`config.mk`:
```
export PLATFORM = sky130hd
export DESIGN_NAME = uart_interrupt_flag_bank
export DESIGN_NICKNAME = d
export VERILOG_FILES = /design/src/uart_flag_pkg.sv /design/src/uart_interrupt_flag_bank.sv /design/src/sticky_flag_bank.sv
export SDC_FILE = /design/constraint.sdc
export NUM_CORES = 1
export LEC_CHECK = 0
export ABC_AREA = 0
export ABC_CLOCK_PERIOD_IN_PS = 4300
export BUFFER_PORTS_ARGS = -buffer_cell sky130_fd_sc_hd__buf_2
export CORE_UTILIZATION = 47
export CTS_CLUSTER_SIZE = 8
export DETAILED_ROUTE_END_ITERATION = 8
export HOLD_SLACK_MARGIN = 0.08
export PLACE_DENSITY = 0.85
export SYNTH_ARGS = -nofsm -noshare
export SYNTH_HDL_FRONTEND = slang
export SYNTH_SLANG_ARGS = --single-unit
export TNS_END_PERCENT = 10
```
`constraint.sdc`:
```
create_clock -name i_clk_sys -period 4.3 [get_ports i_clk_sys]
set_input_delay 0.645 -clock i_clk_sys [delete_from_list [all_inputs] [get_ports i_clk_sys]]
set_output_delay 0.645 -clock i_clk_sys [all_outputs]
set_load 0.02 [all_outputs]
```
`src/uart_flag_pkg.sv`:
```
// Purpose: shared constants for the serial port event flag bank
// Assumes: 32-bit register bus with byte addresses, one word per register
// Notes: flag positions are common to the flag, force, clear and enable registers
package uart_flag_pkg;

    // ------------------------------------------------------------
    // widths
    // ------------------------------------------------------------
    localparam int unsigned FLAG_W = 11;
    localparam int unsigned ADDR_W = 8;
    localparam int unsigned DATA_W = 32;
    localparam int unsigned BE_W = 4;

    // ------------------------------------------------------------
    // register byte offsets
    // ------------------------------------------------------------
    localparam logic [7:0] OFS_EVENT_FLAGS = 8'h2C;
    localparam logic [7:0] OFS_EVENT_FLAGS_FORCE = 8'h30;
    localparam logic [7:0] OFS_EVENT_FLAGS_CLEAR = 8'h34;
    localparam logic [7:0] OFS_EVENT_ENABLE = 8'h38;

    // ------------------------------------------------------------
    // flag bit positions
    // ------------------------------------------------------------
    localparam int unsigned BIT_SIGNAL_FRAME = 10;
    localparam int unsigned BIT_START_FRAME = 9;
    localparam int unsigned BIT_MULTIPROC_ADDR = 8;
    localparam int unsigned BIT_FRAMING_ERROR = 7;
    localparam int unsigned BIT_PARITY_ERROR = 6;
    localparam int unsigned BIT_TX_OVERFLOW = 5;
    localparam int unsigned BIT_RX_UNDERFLOW = 4;
    localparam int unsigned BIT_RX_OVERFLOW = 3;
    localparam int unsigned BIT_RX_VALID = 2;
    localparam int unsigned BIT_TX_SPACE = 1;
    localparam int unsigned BIT_TX_COMPLETE = 0;

    // ------------------------------------------------------------
    // reset values and masks
    // ------------------------------------------------------------
    // only the transmit space flag comes out of reset set
    localparam logic [10:0] EVENT_FLAGS_RESET = 11'h002;
    localparam logic [10:0] EVENT_ENABLE_RESET = 11'h000;
    // bits that software may force or clear: 10..3 and 0
    localparam logic [10:0] SW_ACCESS_MASK = 11'h7F9;
    localparam logic [31:0] READ_ZERO = 32'h0000_0000;

endpackage : uart_flag_pkg

```
`src/uart_interrupt_flag_bank.sv`:
```
// Purpose: event flag, force, clear and enable registers of a low-energy serial port
// Assumes: event strobes (one cycle wide) and buffer states (held levels) arrive from logic on i_clk_sys
// Notes: registers sit on an Avalon-MM slave with waitrequest; each access takes two cycles
`timescale 1ns/1ns

// Contract
// RULE_01: signal-frame flag, bit 10, resets low, sets on a detected signal frame.
// RULE_02: start-frame flag, bit 9, resets low, sets on a detected start frame.
// RULE_03: multiprocessor address flag, bit 8, resets low, sets on an address frame.
// RULE_04: framing-error flag, bit 7, sets on a framing error only without receive blocking.
// RULE_05: parity-error flag, bit 6, sets on a parity error only without receive blocking.
// RULE_06: write into a full transmit buffer sets bit 5 and is discarded.
// RULE_07: reading an empty receive buffer sets the underflow flag, bit 4.
// RULE_08: frame arriving with full shift register sets bit 3; new frame overwrites.
// RULE_09: receive-valid flag, bit 2, resets low, sets when receive data appear.
// RULE_10: transmit-space flag, bit 1, resets high, sets when buffer space appears.
// RULE_11: transmit-complete flag, bit 0, resets low, sets when buffer and shifter empty.
// RULE_12: flag register at 0x02C is read-only; bits 31 to 11 read zero.
// RULE_13: writing one to force bits 10..3 or 0 at 0x030 sets that flag.
// RULE_14: software writes zero to force bits 2:1 and 31:11; those cannot force.
// RULE_15: clear register at 0x034 clears each flag written with one; the code clears only bits 10..3 and 0 this way, bits 2:1 ignore it.
// RULE_16: enable register at 0x038 selects which set flags raise the interrupt.
// RULE_17: zero bits in the force register change nothing; it reads back zero.
module uart_interrupt_flag_bank (
    // clock and reset
    input wire logic i_clk_sys,
    input wire logic i_sys_rst,
    // avalon-mm slave
    input wire logic [uart_flag_pkg::ADDR_W-1:0] i_avs_address,
    input wire logic i_avs_read,
    input wire logic i_avs_write,
    input wire logic [uart_flag_pkg::DATA_W-1:0] i_avs_writedata,
    input wire logic [uart_flag_pkg::BE_W-1:0] i_avs_byteenable,
    output logic [uart_flag_pkg::DATA_W-1:0] o_avs_readdata,
    output logic o_avs_waitrequest,
    // receiver events
    input wire logic i_rx_signal_frame,
    input wire logic i_rx_start_frame,
    input wire logic i_rx_multiproc_addr,
    input wire logic i_rx_framing_error,
    input wire logic i_rx_parity_error,
    input wire logic i_rx_blocking,
    input wire logic i_rx_frame_done,
    input wire logic i_rx_shift_full,
    input wire logic i_rx_data_ready,
    input wire logic i_rx_valid_drop,
    input wire logic i_rx_read,
    input wire logic i_rx_buf_empty,
    // transmitter events
    input wire logic i_tx_write,
    input wire logic i_tx_buf_full,
    input wire logic i_tx_space_ready,
    input wire logic i_tx_space_drop,
    input wire logic i_tx_idle,
    // results
    output logic o_tx_write_accept,
    output logic o_rx_shift_overwrite,
    output logic [uart_flag_pkg::FLAG_W-1:0] o_event_flags,
    output logic o_irq
);

    // ------------------------------------------------------------
    // types
    // ------------------------------------------------------------
    typedef enum logic [0:0] {
        BUS_IDLE,
        BUS_ACK
    } bus_state_t;

    typedef struct packed {
        bus_state_t bus_state;
        logic waitreq;
        logic [uart_flag_pkg::DATA_W-1:0] rdata;
        logic [uart_flag_pkg::FLAG_W-1:0] enable;
        logic irq;
        logic tx_accept;
        logic rx_overwrite;
        logic tx_idle_prev;
    } main_state_t;

    // ------------------------------------------------------------
    // helpers
    // ------------------------------------------------------------
    // expands byte enables into a bit mask over the 32-bit word
    function automatic logic [31:0] lane_mask(input logic [3:0] be);
        logic [31:0] m;
        m = 32'h0000_0000;
        for (int i = 0; i < 4; i++) begin
            m[i*8 +: 8] = {8{be[i]}};
        end
        return m;
    endfunction : lane_mask

    // low flag field of a written word, gated by byte enables
    function automatic logic [10:0] flag_field(input logic [31:0] data, input logic [3:0] be);
        logic [31:0] w;
        w = data & lane_mask(be);
        return w[10:0];
    endfunction : flag_field

    // ------------------------------------------------------------
    // signals
    // ------------------------------------------------------------
    main_state_t state_reg;
    main_state_t state_next;
    logic [uart_flag_pkg::FLAG_W-1:0] flags;
    logic [uart_flag_pkg::FLAG_W-1:0] hw_set;
    logic [uart_flag_pkg::FLAG_W-1:0] hw_clr;
    logic [uart_flag_pkg::FLAG_W-1:0] sw_set;
    logic [uart_flag_pkg::FLAG_W-1:0] sw_clr;
    logic [uart_flag_pkg::FLAG_W-1:0] wr_field;
    logic wr_commit;
    logic tx_done_rise;

    // ------------------------------------------------------------
    // hardware event mapping
    // ------------------------------------------------------------
    // transmit complete is taken on the rising edge of idle so a
    // software clear is not undone while the line simply stays idle
    assign tx_done_rise = i_tx_idle & ~state_reg.tx_idle_prev;

    always_comb begin
        hw_set = '0;
        hw_set[uart_flag_pkg::BIT_SIGNAL_FRAME] = i_rx_signal_frame; // RULE_01
        hw_set[uart_flag_pkg::BIT_START_FRAME] = i_rx_start_frame; // RULE_02
        hw_set[uart_flag_pkg::BIT_MULTIPROC_ADDR] = i_rx_multiproc_addr; // RULE_03
        hw_set[uart_flag_pkg::BIT_FRAMING_ERROR] = i_rx_framing_error & ~i_rx_blocking; // RULE_04
        hw_set[uart_flag_pkg::BIT_PARITY_ERROR] = i_rx_parity_error & ~i_rx_blocking; // RULE_05
        hw_set[uart_flag_pkg::BIT_TX_OVERFLOW] = i_tx_write & i_tx_buf_full; // RULE_06
        hw_set[uart_flag_pkg::BIT_RX_UNDERFLOW] = i_rx_read & i_rx_buf_empty; // RULE_07
        hw_set[uart_flag_pkg::BIT_RX_OVERFLOW] = i_rx_frame_done & i_rx_shift_full; // RULE_08
        hw_set[uart_flag_pkg::BIT_RX_VALID] = i_rx_data_ready; // RULE_09
        hw_set[uart_flag_pkg::BIT_TX_SPACE] = i_tx_space_ready; // RULE_10
        hw_set[uart_flag_pkg::BIT_TX_COMPLETE] = tx_done_rise; // RULE_11
    end

    // buffer-level flags follow the buffers; software cannot touch them
    always_comb begin
        hw_clr = '0;
        hw_clr[uart_flag_pkg::BIT_RX_VALID] = i_rx_valid_drop;
        hw_clr[uart_flag_pkg::BIT_TX_SPACE] = i_tx_space_drop;
    end

    // ------------------------------------------------------------
    // software force and clear
    // ------------------------------------------------------------
    // writes take effect only at the edge where waitrequest is low
    assign wr_commit = (state_reg.bus_state == BUS_ACK) & i_avs_write & ~i_avs_read;
    assign wr_field = flag_field(i_avs_writedata, i_avs_byteenable);

    always_comb begin
        sw_set = '0;
        sw_clr = '0;
        if (wr_commit && i_avs_address == uart_flag_pkg::OFS_EVENT_FLAGS_FORCE) begin
            // zero bits and bits 2:1 are ignored
            sw_set = wr_field & uart_flag_pkg::SW_ACCESS_MASK; // RULE_13 RULE_14 RULE_17
        end
        if (wr_commit && i_avs_address == uart_flag_pkg::OFS_EVENT_FLAGS_CLEAR) begin
            sw_clr = wr_field & uart_flag_pkg::SW_ACCESS_MASK; // RULE_15
        end
    end

    // ------------------------------------------------------------
    // flag storage
    // ------------------------------------------------------------
    sticky_flag_bank #(
        .WIDTH(uart_flag_pkg::FLAG_W),
        .RESET_VALUE(uart_flag_pkg::EVENT_FLAGS_RESET)
    ) u_flags (
        .i_clk_sys(i_clk_sys),
        .i_sys_rst(i_sys_rst),
        .i_set(hw_set | sw_set),
        .i_clr(hw_clr | sw_clr),
        .o_flags(flags)
    );

    // ------------------------------------------------------------
    // next state
    // ------------------------------------------------------------
    always_comb begin
        state_next = state_reg;
        state_next.tx_idle_prev = i_tx_idle;
        // the transmit buffer stores a write only when it had room
        state_next.tx_accept = i_tx_write & ~i_tx_buf_full; // RULE_06
        // tells the receiver that the older shift contents are replaced
        state_next.rx_overwrite = i_rx_frame_done & i_rx_shift_full; // RULE_08
        state_next.irq = |(flags & state_reg.enable); // RULE_16

        case (state_reg.bus_state)
            BUS_IDLE: begin
                state_next.waitreq = 1'b1;
                if (i_avs_read || i_avs_write) begin
                    state_next.bus_state = BUS_ACK;
                    state_next.waitreq = 1'b0;
                    state_next.rdata = uart_flag_pkg::READ_ZERO;
                    if (i_avs_read) begin
                        case (i_avs_address)
                            uart_flag_pkg::OFS_EVENT_FLAGS: begin
                                // upper bits stay zero
                                state_next.rdata = {21'h000000, flags}; // RULE_12
                            end
                            uart_flag_pkg::OFS_EVENT_ENABLE: begin
                                state_next.rdata = {21'h000000, state_reg.enable};
                            end
                            uart_flag_pkg::OFS_EVENT_FLAGS_FORCE: begin
                                state_next.rdata = uart_flag_pkg::READ_ZERO; // RULE_17
                            end
                            default: begin
                                state_next.rdata = uart_flag_pkg::READ_ZERO;
                            end
                        endcase
                    end
                end
            end
            BUS_ACK: begin
                state_next.bus_state = BUS_IDLE;
                state_next.waitreq = 1'b1;
                // writes to the flag register itself are dropped
                if (wr_commit && i_avs_address == uart_flag_pkg::OFS_EVENT_ENABLE) begin
                    state_next.enable = wr_field; // RULE_16
                end
            end
            default: begin
                state_next.bus_state = BUS_IDLE;
                state_next.waitreq = 1'b1;
            end
        endcase
    end

    // ------------------------------------------------------------
    // state register
    // ------------------------------------------------------------
    always_ff @(posedge i_clk_sys) begin
        if (i_sys_rst) begin
            state_reg.bus_state <= BUS_IDLE;
            state_reg.waitreq <= 1'b1;
            state_reg.rdata <= uart_flag_pkg::READ_ZERO;
            state_reg.enable <= uart_flag_pkg::EVENT_ENABLE_RESET;
            state_reg.irq <= 1'b0;
            state_reg.tx_accept <= 1'b0;
            state_reg.rx_overwrite <= 1'b0;
            state_reg.tx_idle_prev <= 1'b1;
        end else begin
            state_reg <= state_next;
        end
    end

    // ------------------------------------------------------------
    // outputs
    // ------------------------------------------------------------
    assign o_avs_readdata = state_reg.rdata;
    assign o_avs_waitrequest = state_reg.waitreq;
    assign o_tx_write_accept = state_reg.tx_accept;
    assign o_rx_shift_overwrite = state_reg.rx_overwrite;
    assign o_event_flags = flags;
    assign o_irq = state_reg.irq;

endmodule : uart_interrupt_flag_bank

```
`src/sticky_flag_bank.sv`:
```
// Purpose: bank of sticky flags with per-bit set and clear strobes
// Assumes: set and clear strobes come from logic on the same clock
// Notes: a set in the same cycle as a clear wins, so no event is lost
`timescale 1ns/1ns
module sticky_flag_bank #(
    parameter int unsigned WIDTH = 11,
    parameter logic [WIDTH-1:0] RESET_VALUE = '0
) (
    // clock and reset
    input wire logic i_clk_sys,
    input wire logic i_sys_rst,
    // strobes
    input wire logic [WIDTH-1:0] i_set,
    input wire logic [WIDTH-1:0] i_clr,
    // state
    output logic [WIDTH-1:0] o_flags
);

    typedef struct packed {
        logic [WIDTH-1:0] flags;
    } bank_state_t;

    bank_state_t state_reg;
    bank_state_t state_next;

    always_comb begin
        state_next = state_reg;
        // set is or-ed in after the clear so it takes priority
        state_next.flags = (state_reg.flags & ~i_clr) | i_set;
    end

    always_ff @(posedge i_clk_sys) begin
        if (i_sys_rst) begin
            state_reg.flags <= RESET_VALUE;
        end else begin
            state_reg <= state_next;
        end
    end

    assign o_flags = state_reg.flags;

endmodule : sticky_flag_bank

```
Word level (Yosys, flattened, before mapping)
Cells that the tools add are included.
{"block": "word_totals", "ff_bits": 60, "output_inout_bits": 47}
{"block": "classes", "eq_ne": 4, "mux": 6, "n_bitwise": 21, "reduce_logical": 7}
{"op": "$mux W34", "count": 1}
{"op": "$and A11 B11 Y11", "count": 3}
{"op": "$eq A8 B6 Y1 const B", "count": 4}
{"op": "$mux W32", "count": 1}
{"op": "$mux W11", "count": 2}
{"op": "$or A11 B11 Y11", "count": 2}
{"op": "$pmux W11 S2", "count": 1}
{"op": "$not A11 Y11", "count": 1}
{"op": "$or A3 B11 Y11", "count": 1}
{"op": "$reduce_or A11 Y1", "count": 1}
{"op": "$and A1 B1 Y1", "count": 9}
{"op": "$not A1 Y1", "count": 5}
{"op": "$pmux W2 S2", "count": 1}
{"op": "$reduce_and A2 Y1", "count": 2}
{"op": "$logic_and A1 B1 Y1", "count": 3}
{"op": "$logic_or A1 B1 Y1", "count": 1}

Logic depth before layout (Yosys ltp)
Gate-level depths: netlist of the first run.
{"block": "depth", "word_depth": 8, "depth_mapped": 5, "mapped_depth_nobuf": 4}

By module
Synthesis of the first run repeated with hierarchy kept, for this count alone.
{"block": "hier_totals", "hier_cells": 250, "area_unflattened_um2": 2184.6}
{"module": "uart_interrupt_flag_bank", "n_inst": 1, "cells_per_inst": 205, "area_per_inst_um2": 1752.9, "seq_area_each_um2": 560.5}
{"module": "sticky_flag_bank", "n_inst": 1, "cells_per_inst": 45, "area_per_inst_um2": 431.7, "seq_area_each_um2": 220.2}

Worst setup path after synthesis of the first run
Ideal clock, no wire load.
{"block": "synth_path", "kind": "in2reg", "from": "input i_avs_address[1] (netlist name)", "to": "register, netlist name u_flags.o_flags[5]", "arrival_ns": 2.214, "path_slack_ns": 2.012, "stages": 5, "n_path_buf": 1, "cell_sequence": "or4_4 > or4_1 > clkbuf_2 > or3_1 > a31oi_1"}
{"block": "synth_via", "elab_chain_len": 7, "word_cells_on_any_way": 11, "cone_classes": "eq/ne (2); mux (2); bitwise (5); reduce/logical (2)"}
{"item": "start, declared", "line_no": "uart_interrupt_flag_bank.sv:29", "source": "input wire logic [uart_flag_pkg::ADDR_W-1:0] i_avs_address,"}
{"item": "$eq A8 B6 Y1", "line_no": "uart_interrupt_flag_bank.sv:158", "source": "if (wr_commit && i_avs_address == uart_flag_pkg::OFS_EVENT_FLAGS_CLEAR) begin"}
{"item": "$logic_and A1 B1 Y1", "line_no": "uart_interrupt_flag_bank.sv:158"}
{"item": "$mux W11", "line_no": "uart_interrupt_flag_bank.sv:158"}
{"item": "$or A3 B11 Y11", "line_no": "uart_interrupt_flag_bank.sv:173", "source": ".i_clr(hw_clr | sw_clr),"}
{"item": "$not A11 Y11", "line_no": "sticky_flag_bank.sv:29", "source": "state_next.flags = (state_reg.flags & ~i_clr) | i_set;"}
{"item": "$and A11 B11 Y11", "line_no": "sticky_flag_bank.sv:29"}
{"item": "$or A11 B11 Y11 (*)", "line_no": "sticky_flag_bank.sv:29"}
Mark *: on every way between the ends. The rest lies on a longest branch, timed or not.
A chain may end at the register's enable or synchronous reset.

Worst setup path after layout of the first run
{"block": "layout_path", "from": "input i_avs_address[1] (netlist name)", "to": "register, netlist name u_flags.o_flags[5]"}
{"block": "layout_via", "elab_chain_len": 7, "word_cells_on_any_way": 11, "cone_classes": "eq/ne (2); mux (2); bitwise (5); reduce/logical (2)"}
{"item": "$eq A8 B6 Y1", "line_no": "uart_interrupt_flag_bank.sv:158"}
{"item": "$logic_and A1 B1 Y1", "line_no": "uart_interrupt_flag_bank.sv:158"}
{"item": "$mux W11", "line_no": "uart_interrupt_flag_bank.sv:158"}
{"item": "$or A3 B11 Y11", "line_no": "uart_interrupt_flag_bank.sv:173"}
{"item": "$not A11 Y11", "line_no": "sticky_flag_bank.sv:29"}
{"item": "$and A11 B11 Y11", "line_no": "sticky_flag_bank.sv:29"}
{"item": "$or A11 B11 Y11 (*)", "line_no": "sticky_flag_bank.sv:29"}
Marks and branches as above.

==> run metrics, run 1 <==
Via density=5.31; DR WL/cell=13.3 um; post-CTS setup buffers=0; Startpoint Class=input port; Core Area=3770 um2; setup ws final=2.05 ns; layout cells sized above 1=28.1%; dominant synthesized flop cell=dfxtp_1; maxcap violations=0; worst-skew pair later-pin latency=0.29 ns; Routed WL=4280 um; CP endpoint kind=flop; die height=65.6 um; DP HPWL=3090 um; fin cells=322; critical path's largest stage delay=0.67 ns; power density cells=342 nW/um2; clk sinks=39; Clock transition at path regs=0.07 ns; CP Buf/Inv Count=1; worst vdd ir=0.191 mV; vias in the first global route=1447; fmax=0.444 GHz; standard-cell rows=22; top cells by area, synth=dfxtp_1 41%, buf_4 13%, a2bb2oi_1 5.1%; ys async rst share=0%; Largest register FFs=13; via count=1710; Post-route DRC=0; dpl cells=314; fin nets=338; global-route wire length before repair=6700 um; final hold vios=0; synthesis-stage register bit count=39; CTS tree=built; final count of negative-setup-slack endpoints=0; crit path kind=in2reg; Die W=65.6 um; slowest CP cell=or4_1; Critical Path RT=4.52 ns; outcome=complete, no violations; final max-slew violation count=0; largest net degree at the start of global routing=39; slew margin rel.=40.3%; Routed Antenna Nets=0; Mapped Cells=225; setup TNS=0 ns; Final Skew=0.00665 ns; Syn. warnings=0; crit-path cells=buf_2 -> or4_4 -> or4_1 -> or3_1 -> a31oi_1; Area Overhead vs Synth=13.3%; initial DRC count=94; arrival time at the worst endpoint=2.47 ns; port bufs=67; H-tree depth=2; GRT Overall Usage=20.4%; grt total ovfl=0; initial antenna violation count=0; Min-Delay Path Class=reg2reg; Worst Tran Pin Value=0.889 ns; worst hold margin=0.467 ns; Pre-antenna DRT Iters=4; mapped cell area=1900 um2; crit path time final=2.25 ns; worst slack, placed=1.76 ns; Clock Path Buffers=2; Unique masters post-synth=33; cell family with the largest share of critical-path delay=simple AND/OR/NAND/NOR gates; Final period util=52.4%; Initial Util=50.5%; number of flops mapped to enable cells by yosys=0; Avg Inst Size Synth=8.46 um2; Seq/Total Area, Yosys=41.0%; die area=4310 um2; cts bufs inserted=5; RSZ-0062 raised after global routing=no; Synth area leader=dfxtp_1; Pleak=0.931 nW; # IOs=112; post-cts sizing count=0; Critical Path Fanout Max=10; Root Buffer=clkbuf_8; Synth top area share=41.0%; hold_buf cts=0; ant diodes=0; Util after Layout=57.2%; Final Wtd Congestion=0.757
## worst paths after layout
kind / endpoint / from / slack (ns) / cells after the start
worst min register to register: state_reg[13]$_SDFFE_PP0P_ / state_reg[13]$_SDFFE_PP0P_ / 0.47 / 2
worst max-delay path: u_flags.o_flags[5]$_SDFF_PP0_ / i_avs_address[1] / 2.05 / 5
worst min-delay path: state_reg[13]$_SDFFE_PP0P_ / state_reg[13]$_SDFFE_PP0P_ / 0.47 / 2
worst max register to register: u_flags.o_flags[5]$_SDFF_PP0_ / state_reg[48]$_SDFF_PP0_ / 2.62 / 4
## per-layer routing
metal / global-route usage [%] / wire, um
met2: 32.3 / 2040
met4: 7.34 / 62
met3: 5.38 / 302
met1: 26.4 / 1870
met5: 0 / 0
## worst min-delay path: cells and delay by family, from the launching register on
family	cells	cell delay [ns]
compound gates	1	0.05
flops	1	0.32
simple gates	1	0.05
## layout by cell type, fill, tap and decap left out, drive strengths merged
master / instances
nor2: 15
nor3b: 1
conb: 21
and3: 1
and3b: 1
or4: 2
and4b: 2
nand4: 5
a41oi: 3
nand3b: 2
o21ai: 10
a222oi: 1
o21bai: 1
a31oi: 7
dfxtp: 39
nand3: 12
a221oi: 2
or3: 1
clkbuf: 8
inv: 3
nand2: 24
or2: 2
a22o: 2
a21oi: 15
a22oi: 11
buf: 67
nor3: 1
nand2b: 3
nor4: 1
a2bb2oi: 11
## kinds of logic after synthesis
family                 after synthesis  share of synthesized area (%)
buffers and inverters               49                           17.3
AOI/OAI and AO/OA                   63                           22.4
DFF                                 39                           41.0
and+or+nand+nor                     73                           19.1
other                                1                          0.197
## cell type report
cell class | count | area, um2
sequential | 39 | 781
inverter | 3 | 11.3
timing repair buffer | 67 | 335
fill | 331 | 1620
clock buffer | 8 | 100
multi-input combinational | 157 | 868
tap | 48 | 60.1
## cells in the mapped netlist, drive strengths merged (3+ instances only)
cell type  number
dfxtp          39
nor2           15
nand4           5
buf            33
nand2          24
a21oi          15
a41oi           3
inv             3
clkbuf         13
nand3          12
o21ai          10
nand2b          3
a31oi           7
a2bb2oi        11
a22oi          11
## through the flow
| stage | cell area, um2 | total power [mW] |
|---|---|---|
| 2_1_floorplan | 1980 | 0.457 |
| 3_3_place_gp | 2060 | 0.475 |
| 3_5_place_dp | 2060 | 0.477 |
| 4_1_cts | 2160 | 0.738 |
| 5_1_grt | 2160 | 0.769 |
| 6_report | 2160 | 0.737 |
## power breakdown
group,switching (mW),total [mW],internal [mW]
Combinational,0.0608,0.0907,0.0299
Sequential,0.00850,0.379,0.371
Clock,0.121,0.267,0.146
Total,0.190,0.737,0.547
(Power assumes the default switching activity.)
==> run 2: changes to the inputs <==
--- a/config.mk
+++ b/config.mk
@@ -6,13 +6,13 @@
 export NUM_CORES = 1
 export LEC_CHECK = 0
 export ABC_AREA = 0
-export ABC_CLOCK_PERIOD_IN_PS = 4300
+export ABC_CLOCK_PERIOD_IN_PS = 2300
 export BUFFER_PORTS_ARGS = -buffer_cell sky130_fd_sc_hd__buf_2
-export CORE_UTILIZATION = 47
+export CORE_UTILIZATION = 43
 export CTS_CLUSTER_SIZE = 8
 export DETAILED_ROUTE_END_ITERATION = 8
 export HOLD_SLACK_MARGIN = 0.08
-export PLACE_DENSITY = 0.85
+export PLACE_DENSITY = 0.79
 export SYNTH_ARGS = -nofsm -noshare
 export SYNTH_HDL_FRONTEND = slang
 export SYNTH_SLANG_ARGS = --single-unit
==> constraint.sdc (replaced) <==
create_clock -name i_clk_sys -period 2.3 [get_ports i_clk_sys]
set_input_delay 0.345 -clock i_clk_sys [delete_from_list [all_inputs] [get_ports i_clk_sys]]
set_output_delay 0.345 -clock i_clk_sys [all_outputs]
set_load 0.02 [all_outputs]
==> run 2 against run 1 <==
Compared with the run above: critical path depth rose by 1; via count is 0.35% higher; worst hold slack got worse by 0.25 ns; global-route usage shrank 0.33 points; sequential cell count stayed put; first-iteration DRC count is 9.6% lower; final cell count grew 2.2%; routed wire length is 3.4% lower; sequential power grew 87%; clock skew shrank 0.0027 ns; cell area increased by 1.2%; critical endpoint is now u_flags.o_flags[3]$_SDFF_PP0_; largest power group unchanged.
==> run metrics, run 2 (synthesis gave the netlist of run 1 again) <==
fin nets=343; Via density=5.22; Die W=68.5 um; Routed WL=4130 um; Clock transition at path regs=0.07 ns; power density cells=609 nW/um2; Clock Path Buffers=2; final hold vios=0; Post-route DRC=0; most common cell after layout, fill and taps aside=buf_2; DP HPWL=3090 um; Sw Share=27.5%; Clk pwr share=33.8%; Filler Cell Count=399; Pleak=0.946 nW; crit path time final=1.82 ns; initial antenna violation count=0; worst-skew pair later-pin latency=0.29 ns; Routed Antenna Nets=0; post-CTS setup buffers=0; final count of negative-setup-slack endpoints=0; Final Skew=0.00400 ns; slew margin rel.=55.2%; initial DRC count=85; Min-Delay Path Class=in2reg; outcome=complete, no violations; RSZ-0062 raised after global routing=no; H-tree depth=2; switching pwr=0.365 mW; Final Wtd Congestion=0.791; Comb power frac=12.9%; cts bufs inserted=5; GRT Overall Usage=20.0%; Largest register FFs=13; critical path's largest stage delay=0.53 ns; clk sinks=39; maxcap violations=0; grt total ovfl=0; post-route cell area=2180 um2; post-cts sizing count=0; setup TNS=0 ns; # IOs=112; via count=1716; crit-path cells=buf_2 -> or4_4 -> or4_1 -> buf_4 -> o21ai_0 -> a31oi_1; Critical Path RT=2.45 ns; Initial Util=46.2%; final max-slew violation count=0; CP endpoint kind=flop; DR WL/cell=12.6 um; layout cells sized above 1=29.4%; most frequent cells in the layout=67 x buf_2, 39 x dfxtp_1, 24 x nand2_1; Worst Tran Pin Value=0.672 ns; vias in the first global route=1534; register share of total power=53.3%; Core Area=4120 um2; die height=68.5 um; multi-input logic area=868 um2; global-route wire length before repair=6990 um; die area=4700 um2; arrival time at the worst endpoint=1.97 ns; largest net degree at the start of global routing=39; CTS tree=built; fmax=0.549 GHz; slowest CP cell=or4_1; crit path kind=in2reg; Area Overhead vs Synth=14.6%; ant diodes=0; standard-cell rows=23; worst vdd ir=0.246 mV; Pre-antenna DRT Iters=4; Critical Path Fanout Max=8; Final period util=79.2%; sequential cell area=781 um2; Startpoint Class=input port; placed instance area=2100 um2; Root Buffer=clkbuf_8; Internal=0.964 mW; port bufs=67; hold_buf cts=0
[run 2: cell count changes in the layout (fill, tap and decap cells not counted), sizes merged]
cell      previous run  this run
buf                 67        72
clkbuf               8         6
clkinv               0         1
clkinvlp             0         1
[run 2: per-layer routing]
metal	global-route usage [%]	vias to the layer above	wire length (um)	share of wire, %
met5	0	-	0	0
met4	7.55	0	65	1.6
met3	4.61	7	341	8.3
met2	31.9	83	1820	44
met1	26.2	760	1900	46
li1	-	866	-	-
[run 2: layout make-up]
cell class / instances / share of cell area (%)
Multi-Input combinational cell: 157 / 39.8
Inverter: 3 / 0.516
Sequential cell: 39 / 35.8
Clock buffer: 6 / 3.33
Clock inverter: 2 / 0.574
Timing Repair Buffer: 72 / 17.1
Tap cell: 50 / 2.87
[run 2: metrics by stage]
step	hold slack (ns)	util, %	power (mW)	instances	worst slack [ns]
5_1_grt	0.231	53.0	1.39	329	0.390
4_1_cts	0.213	53.0	1.34	329	0.500
6_report	0.217	53.0	1.33	329	0.479
3_3_place_gp	0.455	50.9	0.892	321	0.212
3_5_place_dp	0.463	50.9	0.895	321	0.192
2_1_floorplan	0.421	-	0.854	245	0.312
[run 2: final timing paths]
check	start	to	slack, ns	cells after the start
setup reg to reg	state_reg[48]$_SDFF_PP0_	u_flags.o_flags[3]$_SDFF_PP0_	0.76	5
hold reg to reg	state_reg[4]$_SDFFE_PP0P_	state_reg[4]$_SDFFE_PP0P_	0.47	2
hold / removal	i_tx_buf_full	o_tx_write_accept$_SDFF_PP0_	0.22	2
setup / recovery	i_avs_address[1]	u_flags.o_flags[3]$_SDFF_PP0_	0.48	6
[run 2: power by group through the flow]
stage,Sequential (mW),Clock (mW),Combinational [mW]
finish,0.708,0.449,0.172
CTS,0.708,0.459,0.172
floorplan,0.739,0,0.115
global placement,0.723,0,0.169
global route,0.711,0.486,0.192
detailed placement,0.724,0,0.172
[run 2: worst max-delay path, delay by kind of cell]
kind                   cells  cell delay, ns
AO/OA/AOI/OAI              2            0.28
buffers and inverters      2            0.29
AND/OR/NAND/NOR            2            1.05
